`src/bsf_map.svh`:
```
// Offsets, flag positions, reset values and the behaviour notes of the bit, shift and flag datapath.
`ifndef BSF_MAP_SVH
`define BSF_MAP_SVH
// Notes on behaviour
// - Stack store writes the source register onto stack.
// - Stack load places stack value into destination.
// - I/O bit raise sets bit b of P.
// - I/O bit drop clears bit b of P.
// - Logical left shift, zero enters bit zero.
// - Logical right shift, zero enters bit seven.
// - Rotate left: old carry in, bit seven out.
// - Rotate right: old carry in, bit zero out.
// - Arithmetic right shift keeps bit seven.
// - Nibble exchange swaps the two halves.
// - Status raise/drop sets or clears flag s.
// - Copy source bit b into the transfer flag.
// - Copy transfer flag into destination bit b.
// - Carry and negative raise/drop touch only themselves.
// - Interrupts on sets, off clears the enable.
// - Sign and overflow flags raise and drop.
// - Transfer and zero flags raise and drop.
// - Half carry raise sets the half carry flag.
`define BSF_FLAG_C 3'h0
`define BSF_FLAG_Z 3'h1
`define BSF_FLAG_N 3'h2
`define BSF_FLAG_V 3'h3
`define BSF_FLAG_S 3'h4
`define BSF_FLAG_H 3'h5
`define BSF_FLAG_T 3'h6
`define BSF_FLAG_I 3'h7
`define BSF_ADDR_STATUS 6'h20
`define BSF_ADDR_SP 6'h21
`define BSF_ADDR_RESULT 6'h22
`define BSF_STATUS_RST 8'h00
`define BSF_DATA_RST 8'h00
`endif

```
`src/bsf_pkg.sv`:
```
// Types shared by the bit, shift and flag datapath files.
package bsf_pkg;

  // One data byte of the core.
  typedef logic [7:0] byte_t;

  // Operations that the decoder may issue to this datapath.
  typedef enum logic [4:0] {
    op_nop                      = 5'h00,
    op_stack_store              = 5'h01,
    op_stack_load               = 5'h02,
    op_io_bit_raise             = 5'h03,
    op_io_bit_drop              = 5'h04,
    op_logical_shift_left       = 5'h05,
    op_logical_shift_right      = 5'h06,
    op_rotate_left_via_carry    = 5'h07,
    op_rotate_right_via_carry   = 5'h08,
    op_arith_shift_right        = 5'h09,
    op_nibble_exchange          = 5'h0A,
    op_status_bit_raise         = 5'h0B,
    op_status_bit_drop          = 5'h0C,
    op_store_bit_to_transfer_flag  = 5'h0D,
    op_load_bit_from_transfer_flag = 5'h0E,
    op_carry_flag_raise         = 5'h0F,
    op_carry_flag_clear         = 5'h10,
    op_negative_flag_raise      = 5'h11,
    op_negative_flag_drop       = 5'h12,
    op_zero_flag_raise          = 5'h13,
    op_zero_flag_drop           = 5'h14,
    op_interrupts_on            = 5'h15,
    op_interrupts_off           = 5'h16,
    op_sign_flag_raise          = 5'h17,
    op_sign_flag_drop           = 5'h18,
    op_overflow_flag_raise      = 5'h19,
    op_overflow_flag_drop       = 5'h1A,
    op_transfer_flag_raise      = 5'h1B,
    op_transfer_flag_drop       = 5'h1C,
    op_half_carry_raise         = 5'h1D
  } op_e;

  // Sequencer states; stack transfers take a second cycle.
  typedef enum logic [1:0] {
    st_idle  = 2'b00,
    st_stack = 2'b01
  } state_e;

endpackage

```
`src/shift_unit.sv`:
```
// Combinational shifter for the shift, rotate and nibble exchange operations.
`timescale 1ns/1ps
`include "bsf_map.svh"
module shift_unit (
  // Operation and operands.
  input  bsf_pkg::op_e  op,
  input  bsf_pkg::byte_t value,
  input  wire logic     carry_in,
  // Results.
  output bsf_pkg::byte_t result,
  output logic          carry_out,
  output logic          carry_we,
  output logic          hit
);
  import bsf_pkg::*;

  // Pick the shifted byte for the operation in hand.
  always_comb begin
    result    = value;
    carry_out = carry_in;
    carry_we  = 1'b0;
    hit       = 1'b1;
    case (op)
      op_logical_shift_left: begin
        result = {value[6:0], 1'b0};
      end
      op_logical_shift_right: begin
        result = {1'b0, value[7:1]};
      end
      op_rotate_left_via_carry: begin
        result    = {value[6:0], carry_in};
        carry_out = value[7];
        carry_we  = 1'b1;
      end
      op_rotate_right_via_carry: begin
        result    = {carry_in, value[7:1]};
        carry_out = value[0];
        carry_we  = 1'b1;
      end
      op_arith_shift_right: begin
        result = {value[7], value[7:1]};
      end
      op_nibble_exchange: begin
        result = {value[3:0], value[7:4]};
      end
      default: begin
        hit = 1'b0;
      end
    endcase
  end

endmodule

```
`src/bit_shift_flag_datapath.sv`:
```
// Execution datapath for stack transfers, I/O bit writes, shifts and status flag updates.
//
// Implementation choices: strobed register access and the address map.
`timescale 1ns/1ps
`include "bsf_map.svh"
module bit_shift_flag_datapath #(
  parameter int STACK_DEPTH = 16,
  parameter int IO_W        = 5
) (
  // Clock and synchronous reset.
  input  wire logic            clock,
  input  wire logic            nrst,
  // Instruction issue from the decoder.
  input  wire logic            op_valid,
  input  bsf_pkg::op_e         op,
  input  bsf_pkg::byte_t       src_data,
  input  wire logic [2:0]      bit_index,
  input  wire logic [IO_W-1:0] io_index,
  output logic                 op_ready,
  // Result towards the register file.
  output logic                 res_valid,
  output logic                 res_we,
  output bsf_pkg::byte_t       res_data,
  // Current status register.
  output bsf_pkg::byte_t       status_out,
  // Register port.
  input  wire logic [5:0]      reg_addr,
  input  bsf_pkg::byte_t       reg_wdata,
  input  wire logic            reg_wr,
  input  wire logic            reg_rd,
  output bsf_pkg::byte_t       reg_rdata
);
  import bsf_pkg::*;

  // Width of the stack pointer and number of I/O registers.
  localparam int SP_W     = $clog2(STACK_DEPTH);
  localparam int IO_COUNT = 1 << IO_W;

  // Address one above the last I/O register.
  localparam logic [6:0] IO_TOP = 7'(IO_COUNT);

  // Stack pointer value after reset: the top word.
  localparam logic [SP_W-1:0] SP_RST = SP_W'(STACK_DEPTH - 1);

  // Returns a byte with one bit forced to a value.
  function automatic byte_t bit_put(input byte_t v, input logic [2:0] idx, input logic val);
    byte_t r;
    r      = v;
    r[idx] = val;
    return r;
  endfunction

  // Decodes the named flag operations into hit, flag index and new value.
  function automatic logic [4:0] named_flag(input op_e o);
    logic [4:0] r;
    r = 5'h00;
    // Top bit marks a hit, then the flag index, then the new value.
    case (o)
      op_carry_flag_raise:    r = {1'b1, `BSF_FLAG_C, 1'b1};
      op_carry_flag_clear:    r = {1'b1, `BSF_FLAG_C, 1'b0};
      op_negative_flag_raise: r = {1'b1, `BSF_FLAG_N, 1'b1};
      op_negative_flag_drop:  r = {1'b1, `BSF_FLAG_N, 1'b0};
      op_zero_flag_raise:     r = {1'b1, `BSF_FLAG_Z, 1'b1};
      op_zero_flag_drop:      r = {1'b1, `BSF_FLAG_Z, 1'b0};
      op_interrupts_on:       r = {1'b1, `BSF_FLAG_I, 1'b1};
      op_interrupts_off:      r = {1'b1, `BSF_FLAG_I, 1'b0};
      op_sign_flag_raise:     r = {1'b1, `BSF_FLAG_S, 1'b1};
      op_sign_flag_drop:      r = {1'b1, `BSF_FLAG_S, 1'b0};
      op_overflow_flag_raise: r = {1'b1, `BSF_FLAG_V, 1'b1};
      op_overflow_flag_drop:  r = {1'b1, `BSF_FLAG_V, 1'b0};
      op_transfer_flag_raise: r = {1'b1, `BSF_FLAG_T, 1'b1};
      op_transfer_flag_drop:  r = {1'b1, `BSF_FLAG_T, 1'b0};
      op_half_carry_raise:    r = {1'b1, `BSF_FLAG_H, 1'b1};
      default:                r = 5'h00;
    endcase
    return r;
  endfunction

  // Sequencer state and the stack transfer held for its second cycle.
  state_e          state_reg;
  state_e          state_next;
  op_e             pend_op_reg;
  byte_t           pend_data_reg;

  // Architectural state kept in this block.
  byte_t           status_reg;
  byte_t           status_next;
  logic [SP_W-1:0] sp_reg;
  logic [SP_W-1:0] sp_next;
  byte_t           stack_mem [STACK_DEPTH];
  byte_t           io_reg [IO_COUNT];

  // Output flops.
  logic            ready_reg;
  logic            res_valid_reg;
  logic            res_valid_next;
  logic            res_we_reg;
  logic            res_we_next;
  byte_t           res_data_reg;
  byte_t           res_data_next;
  byte_t           rdata_reg;
  byte_t           rdata_next;

  // Issue decode.
  wire logic       accept;
  wire logic       is_stack;
  wire logic       exec;
  wire logic       in_stack;
  wire logic       pend_store;
  wire logic       pend_load;

  // An instruction is taken only while the sequencer is idle.
  assign accept     = op_valid && (state_reg == st_idle);
  assign is_stack   = (op == op_stack_store) || (op == op_stack_load);
  // Stack transfers go through the sequencer, not the single-cycle path.
  assign exec       = accept && !is_stack;
  assign in_stack   = (state_reg == st_stack);
  assign pend_store = in_stack && (pend_op_reg == op_stack_store);
  assign pend_load  = in_stack && (pend_op_reg == op_stack_load);

  // Shifter outputs.
  byte_t           sh_result;
  logic            sh_carry;
  logic            sh_carry_we;
  logic            sh_hit;

  // The shifter works on the source byte and the current carry.
  // The unit reports through hit whether it owns the operation.
  shift_unit u_shift (
    .op        (op),
    .value     (src_data),
    .carry_in  (status_reg[`BSF_FLAG_C]),
    .result    (sh_result),
    .carry_out (sh_carry),
    .carry_we  (sh_carry_we),
    .hit       (sh_hit)
  );

  // Named flag decode.
  wire logic [4:0] named;
  wire logic       named_hit;
  wire logic [2:0] named_idx;
  wire logic       named_val;

  assign named     = named_flag(op);
  assign named_hit = named[4];
  assign named_idx = named[3:1];
  assign named_val = named[0];

  // Bus decode: the I/O area sits at the bottom of the address space.
  wire logic       bus_io;
  wire logic       bus_wr_io;
  wire logic       bus_wr_status;
  wire logic       bus_wr_sp;

  assign bus_io        = {1'b0, reg_addr} < IO_TOP;
  assign bus_wr_io     = reg_wr && bus_io;
  assign bus_wr_status = reg_wr && (reg_addr == `BSF_ADDR_STATUS);
  assign bus_wr_sp     = reg_wr && (reg_addr == `BSF_ADDR_SP);
  // A write to an unmapped address matches no decode and is dropped.

  // I/O read-modify-write: only the selected bit changes.
  wire logic       io_hit;
  wire byte_t      io_new;

  assign io_hit = exec && ((op == op_io_bit_raise) || (op == op_io_bit_drop));
  assign io_new = bit_put(io_reg[io_index], bit_index, op == op_io_bit_raise);

  // Status register update for one single-cycle instruction.
  wire byte_t      status_exec;

  // At most one term matches a real operation, so the order is free.
  assign status_exec =
    (op == op_status_bit_raise) ? bit_put(status_reg, bit_index, 1'b1) :
    (op == op_status_bit_drop) ? bit_put(status_reg, bit_index, 1'b0) :
    (op == op_store_bit_to_transfer_flag) ?
      bit_put(status_reg, `BSF_FLAG_T, src_data[bit_index]) :
    named_hit ? bit_put(status_reg, named_idx, named_val) :
    sh_carry_we ? bit_put(status_reg, `BSF_FLAG_C, sh_carry) :
    status_reg;

  // A software write to the status register wins over an instruction.
  assign status_next = bus_wr_status ? reg_wdata : (exec ? status_exec : status_reg);

  // Byte produced by a single-cycle instruction for the destination.
  wire byte_t      result_exec;
  wire logic       we_exec;

  assign result_exec = sh_hit ? sh_result :
    bit_put(src_data, bit_index, status_reg[`BSF_FLAG_T]);
  assign we_exec = sh_hit || (op == op_load_bit_from_transfer_flag);

  // Stack pointer: post-decrement on store, pre-increment on load.
  wire logic [SP_W-1:0] sp_up;

  assign sp_up   = sp_reg + SP_W'(1);
  // A software write to the pointer wins over a stack transfer.
  assign sp_next = bus_wr_sp ? reg_wdata[SP_W-1:0] :
    pend_store ? sp_reg - SP_W'(1) :
    pend_load ? sp_up : sp_reg;

  // Sequencer: stack transfers hold the issue port for one extra cycle.
  always_comb begin
    state_next = state_reg;
    case (state_reg)
      // Only a stack transfer leaves idle.
      st_idle: begin
        if (accept && is_stack) begin
          state_next = st_stack;
        end
      end
      // The second stack cycle always ends the transfer.
      st_stack: begin
        state_next = st_idle;
      end
      // An unused code falls back to idle.
      default: begin
        state_next = st_idle;
      end
    endcase
  end

  // Result selection for the cycle after an instruction completes.
  assign res_valid_next = exec || in_stack;
  assign res_we_next    = exec ? we_exec : pend_load;
  // A stack store has no data, so the result shows zero then.
  assign res_data_next  = exec ? result_exec :
    pend_load ? stack_mem[sp_up] :
    `BSF_DATA_RST;

  // Register port read decode.
  always_comb begin
    rdata_next = `BSF_DATA_RST;
    if (!reg_rd) begin
      // No strobe, no data.
      rdata_next = `BSF_DATA_RST;
    end else if (bus_io) begin
      // The low address bits pick one I/O register.
      rdata_next = io_reg[reg_addr[IO_W-1:0]];
    end else if (reg_addr == `BSF_ADDR_STATUS) begin
      // Status as it stands now.
      rdata_next = status_reg;
    end else if (reg_addr == `BSF_ADDR_SP) begin
      // The pointer sits in the low bits, the rest read zero.
      rdata_next = 8'(sp_reg);
    end else if (reg_addr == `BSF_ADDR_RESULT) begin
      // The last result handed to the register file.
      rdata_next = res_data_reg;
    end else begin
      // Unmapped addresses read zero.
      rdata_next = `BSF_DATA_RST;
    end
  end

  // Sequencer and held stack request.
  always_ff @(posedge clock) begin
    if (!nrst) begin
      // Nothing is pending after reset.
      state_reg     <= st_idle;
      pend_op_reg   <= op_nop;
      pend_data_reg <= `BSF_DATA_RST;
    end else begin
      state_reg <= state_next;
      if (accept && is_stack) begin
        // Keep the request for the second cycle.
        pend_op_reg   <= op;
        pend_data_reg <= src_data;
      end
    end
  end

  // Status register and stack pointer.
  always_ff @(posedge clock) begin
    if (!nrst) begin
      // Flags clear and the pointer starts at the top word.
      status_reg <= `BSF_STATUS_RST;
      sp_reg     <= SP_RST;
    end else begin
      status_reg <= status_next;
      sp_reg     <= sp_next;
    end
  end

  // Stack storage in flip-flops.
  always_ff @(posedge clock) begin
    if (!nrst) begin
      for (int i = 0; i < STACK_DEPTH; i++) begin
        stack_mem[i] <= `BSF_DATA_RST;
      end
    end else if (pend_store) begin
      // The pointer moves down at this same edge.
      stack_mem[sp_reg] <= pend_data_reg;
    end
  end

  // I/O registers; a software write wins over an instruction.
  always_ff @(posedge clock) begin
    if (!nrst) begin
      for (int i = 0; i < IO_COUNT; i++) begin
        io_reg[i] <= `BSF_DATA_RST;
      end
    end else if (bus_wr_io) begin
      // A software write replaces the whole byte.
      io_reg[reg_addr[IO_W-1:0]] <= reg_wdata;
    end else if (io_hit) begin
      // Only the selected bit changes.
      io_reg[io_index] <= io_new;
    end
  end

  // Result and handshake outputs.
  always_ff @(posedge clock) begin
    if (!nrst) begin
      ready_reg     <= 1'b0;
      res_valid_reg <= 1'b0;
      res_we_reg    <= 1'b0;
      res_data_reg  <= `BSF_DATA_RST;
    end else begin
      // Ready shows the state of the coming cycle.
      ready_reg     <= (state_next == st_idle);
      res_valid_reg <= res_valid_next;
      res_we_reg    <= res_we_next;
      // Result data hold until the next result.
      if (res_valid_next) begin
        res_data_reg <= res_data_next;
      end
    end
  end

  // Read data stand for one cycle after the read strobe.
  always_ff @(posedge clock) begin
    if (!nrst) begin
      rdata_reg <= `BSF_DATA_RST;
    end else begin
      // Zero outside the cycle after a read strobe.
      rdata_reg <= rdata_next;
    end
  end

  // Outputs come straight from flops.
  assign op_ready   = ready_reg;
  assign res_valid  = res_valid_reg;
  assign res_we     = res_we_reg;
  assign res_data   = res_data_reg;
  assign status_out = status_reg;
  assign reg_rdata  = rdata_reg;

endmodule

```
`config.mk`:
```
export PLATFORM = sky130hd
export DESIGN_NAME = bit_shift_flag_datapath
export DESIGN_NICKNAME = d
export VERILOG_FILES = /design/src/bsf_pkg.sv /design/src/shift_unit.sv /design/src/bit_shift_flag_datapath.sv
export VERILOG_INCLUDE_DIRS = /design/src /design/src/src
export SDC_FILE = /design/constraint.sdc
export NUM_CORES = 1
export LEC_CHECK = 0
export CORE_ASPECT_RATIO = 1.4
export CORE_UTILIZATION = 60
export DETAILED_ROUTE_END_ITERATION = 8
export DONT_BUFFER_PORTS = 1
export PLACE_DENSITY = 0.75
export REMOVE_ABC_BUFFERS = 1
export SYNTH_ARGS = -nofsm -noshare
export SYNTH_HDL_FRONTEND = slang
export SYNTH_SLANG_ARGS = --single-unit
```
`constraint.sdc`:
```
create_clock -name clock -period 4 [get_ports clock]
set_clock_uncertainty 0.05 [all_clocks]
set_input_delay 0.6 -clock clock [delete_from_list [all_inputs] [get_ports clock]]
set_output_delay 0.6 -clock clock [all_outputs]
set_load 0.02 [all_outputs]
```
# Word level (Yosys, flattened, before mapping)
# Memory sizes are Yosys's and may differ from the RTL's.
# Index checks and enable logic that the tools add are counted.
op_classes:
  bitwise_logic: 3
  muxes: 53
  order_cmp: 5
  addsub: 2
  eq_ne: 21
  reduce_logical: 33
op_table:
  columns: ["operator", "count"]
  rows:
  - ["8-bit two-way mux", 16]
  - ["8-bit one-hot mux with 6 select lines", 1]
  - ["5-bit by 4-bit equality test with 1-bit output (second input constant)", 7]
  - ["8-bit bitwise mux", 3]
  - ["8-bit OR reduction", 3]
  - ["1-bit two-way mux", 21]
  - ["5-bit by 3-bit equality test with 1-bit output (second input constant)", 4]
  - ["6-bit equality test (second input constant)", 3]
  - ["4-bit two-way mux", 4]
  - ["5-bit by 2-bit equality test with 1-bit output (second input constant)", 3]
  - ["1-bit logical AND", 11]
  - ["5-bit by 1-bit equality test with 1-bit output (second input constant)", 2]
  - ["5-bit two-way mux", 2]
  - ["5-bit nonzero test", 2]
  - ["8-bit AND", 1]
  - ["3-bit by 4-bit less-than comparator with 1-bit output (second input constant)", 2]
  - ["8-bit inverter", 1]
  - ["8-bit OR", 1]
  - ["1-bit demux with 3-bit select", 2]
  - ["3-bit by 1-bit >= comparator with 1-bit output (second input constant)", 2]
  - ["6-bit less-than comparator (second input constant)", 1]
  - ["6-bit nonzero test", 1]
  - ["6-bit OR reduction", 1]
  - ["4-bit by 1-bit adder with 4-bit output (second input constant)", 1]
  - ["16 further kinds", 22]
word_totals:
  rom_bits: 160
  out_inout_bits: 27
  reg_bits: 46
  ram_bits: 384
  wordCells: 132
  mem_count: 3
memory_table:
  columns: ["name", "depth", "word_bits", "rd", "rd_ports_with_merged_regs", "write_ports", "line_no", "rtl"]
  rows:
  - ["io_reg", 32, 8, 2, 0, 32, "bit_shift_flag_datapath.sv:91", "byte_t io_reg [IO_COUNT];"]
  - ["(no name shown)", 32, 5, 1, 0, 0, "bit_shift_flag_datapath.sv:58", "case (o)"]
  - ["stack_mem", 16, 8, 1, 0, 16, "bit_shift_flag_datapath.sv:90", "byte_t stack_mem [STACK_DEPTH];"]

# Longest topological paths before layout
# Gate-level depths: netlist of the first run.
# An unclocked memory read counts as a cell.
depth:
  word_depth: 12
  depth_mapped: 12
  depth_no_buf: 8

# Cells and area by module
# Synthesis of the first run repeated with hierarchy kept, for this count alone.
hier_totals:
  cells_unflattened: 1816
  area_unflattened_um2: 23177.2
modules_own_cells:
  columns: ["mod", "seq_area_each_um2", "cells_per_inst", "instances", "area_each_um2"]
  rows:
  - ["bit_shift_flag_datapath", 12451.9, 1767, 1, 22798.1]
  - ["shift_unit", 0.0, 49, 1, 379.1]

# Worst setup path after synthesis of the first run
# OpenSTA, ideal clock, no wires.
synth_timing:
  path_kind: "input-to-reg"
  startpoint: "in op[0]"
  endpoint: "mem io_reg[5][0] in the netlist's numbering (enable)"
  required_time_ps: 3621
  path_stages: 10
  path_buffers: 2
  arrival_ps: 2764
  slack_ps: 857
  cell_sequence: "inv_1 > ha_1 > clkbuf_1 > mux2_2 > o2111ai_2 > a21oi_2 > nor3b_4 > buf_4 > nand3_2 > nand2_1"
synth_rtl:
  columns: ["element", "line_no", "rtl"]
  rows:
  - ["start, declared", "bit_shift_flag_datapath.sv:15", "input bsf_pkg::op_e op,"]
  - ["end, declared", "bit_shift_flag_datapath.sv:91", null]

==> impl_results.md, run 1 <==
* Status: complete, no violations
* Syn Area/Cell at around 13 µm²
* CP required at roughly 4.2 ns
* CP Capture Type: register
* Tcrit/Tclk final at 0.7870
* Vias/cell at slightly below 7
* CTS max path bufs at 3
* Skew-Pair Late Insertion Delay at between 0.5 and 0.6 ns
* Global-route wire length before repair at about 97 mm
* CTS tree: done
* Post-CTS sizing at 0
* Routed Antenna Nets at 0
* # rows at 84
* Post-Layout Cell Count at 2276
* Post-layout min period at around 3.1 ns
* Initial antenna violation count at 0
* DR vias at around 16000
* Final Setup Violations at 0
* Final Cell Area at 24880 µm²
* Post-synth EDFFs at between 300 and 400
* Setup TNS at 0 ns
* Yosys warnings at 0
* Via count of the first global-routing pass at 15580
* Worst-path clk slew at 0.06 ns
* FMAX at 317.7 MHz
* WL/cell at 28.60 µm
* DRC violations left at 0
* Main synth FF type: edfxtp_1
* CTS Buf Count at 42
* PortBufs at 0
* Core area at ~38000 µm²
* Number of clock sinks at 430
* H-tree depth at 2
* Worst setup path category: register to register
* Max-slew violations at 0
* Post-Route WL at roughly 65 mm
* Cell count after synthesis at 1799
* Die area at ~39000 µm²
* Iter 0 DRT Violations at between 1500 and 2000
* Routability Congestion at roughly 0.95
* Number of distinct library cells after synthesis at 80
* Max-cap viol count at 0
* Fill count at between 2000 and 3000
* Synth async-reset ratio at 0
* Max IR drop VDD at about 0.37 mV
* RSZ-0062 raised after global routing: false
* Fin util at 0.6612
* Starting density of the core at 0.6098
* Placed Area at 23520 µm²
* Clock root buffer: clkbuf_16
* GRT Util Overall at 0.3401
* CP arrival at 3.34 ns
* Synthesized area at between 20000 and 25000 µm²
* Seq cells post-synth at between 400 and 500
* Nets at around 1800
* Post-CTS Setup Repair Bufs at 0
* Proportion of layout cells with a drive suffix above 1 at 0.1969
* Pleak at 9.066 nW
* Placed insts at ~2200
* Die Ht at about 230 µm
* Number of flip-flops in the largest register at about 260
* Grt ovf at 0
* Largest net degree at the start of global routing at 95
* CP max FO at 9
* Power per cell area at 394.7 nW/µm²
* Slew margin rel. at 0.1466
* Sequential area share after synthesis at 0.5427
* CP Launch Type: register
* Worst slew pin tran at approximately 1.3 ns
* Post-CTS Hold Buffers at 0
* Pre-antenna DRT Iters at 5
* HPWL after DPL at 45.18 mm
* Worst Hold Class: input port to register
* Final Power at between 9 and 10 mW
* Final Hold Fails at 0
* # diodes at 0
* IO Count at between 60 and 70
* DIE WIDTH at about 170 µm
* Area grow syn2layout at 8.436%
==> metrics by stage <==
| step | hold slack (ns) | setup WS [ns] |
|---|---|---|
| global placement | 0.3838 | 0.5062 |
| finish | 0.1027 | 0.8521 |
| floorplan | 0.3713 | 0.0005240 |
| CTS | 0.08466 | 0.9107 |
| detailed placement | 0.3929 | 0.4032 |
| global route | 0.09005 | 0.6611 |
==> cells in the mapped netlist, drive strengths merged (7+ instances only) <==
cell type / n / area share
edfxtp: 384 / 0.50
clkbuf: 68 / 0.011
a22oi: 40 / 0.013
a22o: 11 / 0.0042
nor2b: 14 / 0.0038
ha: 11 / 0.0060
nand3b: 7 / 0.0023
mux2: 17 / 0.0083
dfxtp: 46 / 0.040
o211ai: 14 / 0.0046
inv: 17 / 0.0028
buf: 74 / 0.017
nand2: 101 / 0.017
a211oi: 7 / 0.0023
o21ai: 48 / 0.011
mux2i: 98 / 0.043
a21oi: 54 / 0.012
nand4: 12 / 0.0035
o221ai: 18 / 0.0069
and2: 136 / 0.037
mux4: 143 / 0.14
nor2: 315 / 0.052
nand3: 41 / 0.015
nand2b: 11 / 0.0030
a31oi: 11 / 0.0030
nor3b: 7 / 0.0030
==> cell families (layout without fill, tap and decap cells) <==
kind of cell,after synthesis,count (layout),synth area share
flops,430,430,0.5427
fa+ha+maj,11,11,0.005998
buf+inv,159,163,0.03114
xor+xnor,5,5,0.001909
simple gates,679,679,0.1478
compound gates,256,256,0.07809
mux,258,258,0.1922
other cells,1,1,0.0001634
==> power by group <==
part | switching [mW] | total (mW) | internal, mW
logic | 0.450 | 0.778 | 0.329
registers | 0.0884 | 5.09 | 5.00
clock network | 1.78 | 3.95 | 2.17
==> final timing paths <==
kind                                                       to  slack [ns]  cells past startpoint                        start
worst max-delay path              io_reg[27][0]$_SDFFCE_PN0P_        0.85                      6      state_reg[1]$_SDFF_PN0_
worst min-delay path            pend_data_reg[0]$_SDFFE_PN0P_        0.10                      1                  src_data[0]
worst max register to register    io_reg[27][0]$_SDFFCE_PN0P_        0.85                      6      state_reg[1]$_SDFF_PN0_
worst min register to register    pend_op_reg[4]$_SDFFE_PN0P_        0.41                      1  pend_op_reg[4]$_SDFFE_PN0P_
==> worst max-delay path, cell delays in order (launching register included) <==
cell	delay, ns
dfxtp_1	0.33
nor3b_2	0.40
o2111ai_2	0.33
nor2_2	0.56
mux2i_4	0.51
nand3_2	0.29
nand2_1	0.34
==> metal layers <==
| layer | vias to the layer above | wire (µm) | GRT usage |
|---|---|---|---|
| li1 | 6775 | - | - |
| met1 | 7750 | 21750 | 0.3855 |
| met2 | 861 | 32680 | 0.5796 |
| met3 | 230 | 5507 | 0.06608 |
| met4 | 0 | 5164 | 0.2443 |
| met5 | - | 0 | 0 |
==> placed cells by master, fill, tap and decap left out, types with 5 or more instances in the layout <==
| cell type | Yosys | final |
|---|---|---|
| o22ai_1 | 5 | 5 |
| nand2b_1 | 11 | 11 |
| mux2i_1 | 96 | 96 |
| clkbuf_1 | 68 | 7 |
| nor2_1 | 310 | 310 |
| nand2_1 | 101 | 101 |
| a22oi_1 | 40 | 40 |
| nand3_2 | 27 | 27 |
| ha_1 | 11 | 11 |
| a2111oi_0 | 5 | 5 |
| buf_4 | 9 | 63 |
| nand3b_1 | 7 | 7 |
| nor3_1 | 6 | 6 |
| o221ai_1 | 18 | 18 |
| o21ai_0 | 46 | 45 |
| a22o_1 | 11 | 11 |
| mux4_2 | 143 | 143 |
| inv_1 | 17 | 17 |
| nor2_2 | 5 | 5 |
| a31oi_1 | 11 | 10 |
| nor3b_1 | 5 | 5 |
| nor2b_1 | 14 | 14 |
| and2_1 | 136 | 136 |
| a21oi_1 | 50 | 48 |
| a211oi_1 | 7 | 7 |
| edfxtp_1 | 384 | 384 |
| buf_12 | 0 | 5 |
| mux2_2 | 17 | 17 |
| nand3_1 | 14 | 14 |
| a211o_1 | 5 | 5 |
| clkinv_2 | 0 | 7 |
| o211ai_1 | 14 | 14 |
| clkinvlp_4 | 0 | 6 |
| dfxtp_1 | 46 | 45 |
| nand4_1 | 11 | 11 |
| a21oi_2 | 4 | 6 |
| clkbuf_16 | 0 | 44 |
==> layout make-up <==
| class | count | area [µm²] | share of cell area |
|---|---|---|---|
| inverters | 17 | 63.81 | 0.002565 |
| clock inverters | 27 | 237.7 | 0.009555 |
| flip-flops and latches | 430 | 12450 | 0.5005 |
| multi-input cells | 1210 | 9833 | 0.3952 |
| repair buffers | 68 | 573.1 | 0.02303 |
| clock buffers | 51 | 1127 | 0.04531 |
| well taps | 473 | 591.8 | 0.02379 |
No activity file was read; power rests on OpenSTA's default activity.
==> run 2: changes to the inputs <==
clock period = 3.1 ns   (was 4 ns; I/O delays follow)
==> impl_results.md, run 2 (synthesis gave the netlist of run 1 again) <==
* Status: complete, no violations
* H-tree depth at 2
* Power per cell area at about 500 nW/µm²
* Nets at between 1500 and 2000
* HPWL after DPL at ~46 mm
* Final Cell Area at ~25000 µm²
* Grt ovf at 0
* Routed Antenna Nets at 0
* Post-CTS sizing at 0
* Post-layout min period at between 2 and 3 ns
* Worst Hold Class: input port to register
* GRT Util Overall at 0.3397
* IO Count at 67
* Max-slew violations at 0
* CP arrival at between 3 and 4 ns
* Post-CTS Hold Buffers at 12
* Pre-antenna DRT Iters at 6
* Skew-Pair Late Insertion Delay at 0.56 ns
* Worst-path clk slew at about 0.060 ns
* PortBufs at 0
* Die Ht at 233.4 µm
* CP required at approximately 3.3 ns
* Placed Area at approximately 24000 µm²
* Via count of the first global-routing pass at approximately 16000
* Routability Congestion at 1.010
* Max-cap viol count at 0
* Combinational power share at 0.082
* DIE WIDTH at between 150 and 200 µm
* Iter 0 DRT Violations at approximately 1900
* Final Hold Fails at 0
* Die area at around 39000 µm²
* CP Capture Type: register
* Commonest non-fill, non-tap cell in the layout: edfxtp_1
* Final Power at 12.58 mW
* Pleak at between 9 and 10 nW
* DR vias at approximately 16000
* Worst setup path category: register to register
* P_sw at 2.860 mW
* CP max FO at 8
* RSZ-0062 raised after global routing: false
* Vias/cell at just under 7
* WL/cell at roughly 28 µm
* Clk pwr share at 0.396
* Power Internal at 9.715 mW
* Most frequent cells in the layout: 384 x edfxtp_1, 310 x nor2_1, 143 x mux4_2, 136 x and2_1, 105 x buf_4
* Worst slew pin tran at between 1 and 1.5 ns
* Cell repeated most along the worst path: or4b_1
* Clock root buffer: clkbuf_16
* # rows at 84
* Net Sw Frac at 0.2275
* Proportion of layout cells with a drive suffix above 1 at 0.2110
* Global-route wire length before repair at ~98 mm
* Number of clock sinks at 430
* DRC violations left at 0
* Critical-path top delay cell: or4b_1
* Max IR drop VDD at 0.5530 mV
* Number of flip-flops in the largest register at roughly 260
* Core area at approximately 38000 µm²
* Final Setup Violations at 0
* Sequential Power Share at 0.522
* FMAX at 341.1 MHz
* Tcrit/Tclk final at 0.9456
* Slew margin rel. at 0.2940
* Post-CTS Setup Repair Bufs at 0
* Starting density of the core at 0.6098
* Fin util at 0.6734
* Largest net degree at the start of global routing at 95
* # diodes at 0
* CTS tree: done
* CP Launch Type: register
* CTS Buf Count at a little over 40
* Worst path max stage delay at around 0.63 ns
* Sequence of cells on the critical path: or4b_1 -> or4b_1 -> or3_1 -> o21ai_0 -> buf_4
* Area grow syn2layout at 10.43%
* Initial antenna violation count at 1
* CTS max path bufs at 3
* Post-Route WL at 64.50 mm
-- run 2: path summary, 6_finish.rpt --
kind	start	cells past startpoint	endpoint	slack, ns
setup reg to reg	state_reg[0]$_SDFF_PN0_	5	stack_mem[0][7]$_SDFFCE_PN0P_	0.17
setup / recovery	state_reg[0]$_SDFF_PN0_	5	stack_mem[0][7]$_SDFFCE_PN0P_	0.17
hold reg to reg	pend_op_reg[4]$_SDFFE_PN0P_	1	pend_op_reg[4]$_SDFFE_PN0P_	0.42
hold / removal	reg_wdata[0]	2	sp_reg[0]$_SDFFE_PN1P_	0.005
-- run 2: stage by stage --
step	TNS [ns]	std cells	hold WS (ns)	setup WS [ns]
floorplan	-81.30	1657	0.3713	-0.8995
global placement	0	2244	0.3866	0.09172
detailed placement	0	2244	0.3887	0.02273
CTS	0	2331	0.007014	0.1712
global route	0	2331	0.02192	0.1089
finish	0	2331	0.005267	0.1686
-- run 2: cell type report --
cell class,count,area (µm²)
Tap cell,473,591.8
Clock inverter,21,190.2
Sequential cell,430,12450
Multi-Input combinational cell,1210,9833
Fill cell,2701,12290
Timing Repair Buffer,126,1089
Clock buffer,54,1117
Inverter,17,63.81
-- run 2: metal layers --
layer  GRT usage  vias to the layer above  share of wire
li1            -                     6886              -
met1      0.3867                     7903           0.34
met2      0.5924                      923           0.51
met3     0.06150                      232          0.083
met4      0.2179                        2          0.074
met5           0                        -        0.00029
-- run 2: critical path, delay by kind of cell (launching register included) --
kind	cells	cell delay, ns
compound gates	1	0.29
buf+inv	1	0.21
flops	1	0.38
simple gates	3	1.70
-- run 2: power groups by stage --
stage | Clock [mW] | Combinational, mW | Sequential, mW
final | 4.98 | 1.03 | 6.57
after global routing | 5.22 | 1.08 | 6.58
after CTS | 5.01 | 1.02 | 6.56
after detailed placement | 0 | 0.995 | 6.69
after global placement | 0 | 0.979 | 6.67
after floorplan | 0 | 0.656 | 6.64
==> run 3: changes to the inputs <==
CORE_MARGIN = 3   (was not set)
==> impl_results.md, run 3 (synthesis gave the netlist of run 1 again) <==
* Status: complete, no violations
* CP bufs+invs at 1
* CP top delay family: simple AND/OR/NAND/NOR gates
* Final Setup Violations at 0
* Global-route wire length before repair at between 90 and 100 mm
* # diodes at 0
* DR vias at about 16000
* PortBufs at 0
* Core area at about 38000 µm²
* CTS max path bufs at 3
* Most frequent cells in the layout: 384 x edfxtp_1, 310 x nor2_1, 143 x mux4_2, 136 x and2_1, 101 x nand2_1
* Worst Hold Class: input port to register
* Vias/cell at 6.809
* Power per cell area at roughly 510 nW/µm²
* Min-Delay Path Depth at 2
* CP Capture Type: register
* Die area at 40660 µm²
* Reg-to-reg critical path startpoint: pend_op_reg[4]$_SDFFE_PN0P_
* Iter 0 DRT Violations at 1846
* DRC violations left at 0
* Post-CTS Setup Repair Bufs at 0
* Area grow syn2layout at 10.96%
* H-tree depth at 2
* Post-Layout Cell Count at 2326
* FMAX at around 350 MHz
* Die Ht at approximately 240 µm
* Worst-path clk slew at 0.07 ns
* CP max FO at 8
* Number of flip-flops in the largest register at approximately 260
* Clock root buffer: clkbuf_16
* Max-cap viol count at 0
* Worst setup path category: register to register
* CP arrival at 3.10 ns
* Worst slew pin tran at 0.9807 ns
* Starting density of the core at 0.6098
* R2r endpoint: stack_mem[3][1]$_SDFFCE_PN0P_
* DIE WIDTH at 171.3 µm
* CTS Buf Count at between 40 and 50
* Slew margin rel. at 0.3412
* Proportion of layout cells with a drive suffix above 1 at 0.2105
* Worst path max stage delay at roughly 0.65 ns
* IO Count at 67
* Via count of the first global-routing pass at 15680
* Pre-antenna DRT Iters at 6
* CP endpoint: stack_mem[3][1]$_SDFFCE_PN0P_
* Skew-Pair Late Insertion Delay at 0.57 ns
* WL/cell at ~28 µm
* Final Hold Fails at 0
* Number of clock sinks at 430
* Pleak at 9.376 nW
* Sequence of cells on the critical path: or4b_1 -> or4b_1 -> or3_1 -> o21ai_0 -> buf_4
* HPWL after DPL at 45.09 mm
* Crit path launch: pend_op_reg[4]$_SDFFE_PN0P_
* Largest net degree at the start of global routing at 95
* Reg2reg setup slack at ~0.22 ns
* RSZ-0062 raised after global routing: false
* CP required at 3.32 ns
* Max-slew violations at 0
* Routability Congestion at 0.9753
* # rows at 84
* Critical path depth in cells at 5
* Worst r2r path cells at 5
* CTS tree: done
* Initial antenna violation count at 0
* Final Power at roughly 13 mW
* Post-Route WL at approximately 65 mm
* CP Launch Type: register
* Commonest non-fill, non-tap cell in the layout: edfxtp_1
* Grt ovf at 0
* Cell repeated most along the worst path: or4b_1
* Placed insts at 2235
* Max IR drop VDD at 0.4940 mV
* Tcrit/Tclk final at 0.9287
* Post-layout min period at 2.879 ns
* Fill count at approximately 2700
* GRT Util Overall at 0.3251
* Critical-path top delay cell: or4b_1
* Nets at 1871
* Routed Antenna Nets at 0
==> run 3: stage by stage <==
stage / setup TNS [ns] / setup slack [ns] / hold slack, ns / instance area, µm² / util
floorplan: -81.30 / -0.8995 / 0.3713 / 22290 / -
global placement: 0 / 0.1689 / 0.3870 / 23890 / 0.6349
global route: 0 / 0.1415 / 0.01418 / 25460 / 0.6766
detailed placement: 0 / 0.08052 / 0.3897 / 23890 / 0.6349
CTS: 0 / 0.2469 / 0.01737 / 25460 / 0.6766
finish: 0 / 0.2210 / 0.03730 / 25460 / 0.6766
==> run 3: per-layer routing <==
| metal | routed length (µm) | GRT usage | up-vias |
|---|---|---|---|
| li1 | - | - | 6872 |
| met1 | 21630 | 0.3920 | 7864 |
| met2 | 33000 | 0.5508 | 899 |
| met3 | 6045 | 0.06006 | 203 |
| met4 | 4649 | 0.1813 | 0 |
| met5 | 0 | 0 | - |
==> run 3: how the worst min path moves through the flow <==
stage | start | end | slack, ns
2_1_floorplan | pend_op_reg[4]$_SDFFE_PN0P_ | pend_op_reg[4]$_SDFFE_PN0P_ | 0.37
3_3_place_gp | pend_op_reg[4]$_SDFFE_PN0P_ | pend_op_reg[4]$_SDFFE_PN0P_ | 0.39
3_5_place_dp | pend_op_reg[4]$_SDFFE_PN0P_ | pend_op_reg[4]$_SDFFE_PN0P_ | 0.39
4_1_cts | nrst | status_out[7]$_SDFFE_PN0P_ | 0.02
5_1_grt | nrst | status_out[7]$_SDFFE_PN0P_ | 0.01
6_report | reg_wdata[5] | status_out[5]$_SDFFE_PN0P_ | 0.04
==> run 3: layout make-up <==
class                   instances  area (µm²)  share of cell area
flip-flops and latches        430       12450              0.4892
multi-input cells            1210        9841              0.3865
clock buffers                  57        1249             0.04905
repair buffers                119        1079             0.04236
well taps                     473       591.8             0.02325
clock inverters                20       181.4            0.007126
inverters                      17       63.81            0.002507
==> run 3: repair_timing <==
item,in CTS,in global routing
hold buffers,14,0
gates resized for setup,0,0
endpoints found under the hold margin,15,0
==> run 3: worst register-to-register path, delay by kind of cell, from the launching register on <==
family / cells / cell delay (ns)
AO/OA/AOI/OAI: 1 / 0.23
buffers and inverters: 1 / 0.20
flip-flops: 1 / 0.31
AND/OR/NAND/NOR: 3 / 1.80
==> run 3: where the power goes <==
part	switching, mW	internal (mW)	leakage (nW)	total (mW)
Combinational	0.590	0.460	4.23	1.05
Sequential	0.111	6.46	4.44	6.57
Clock	2.23	3.03	0.704	5.26
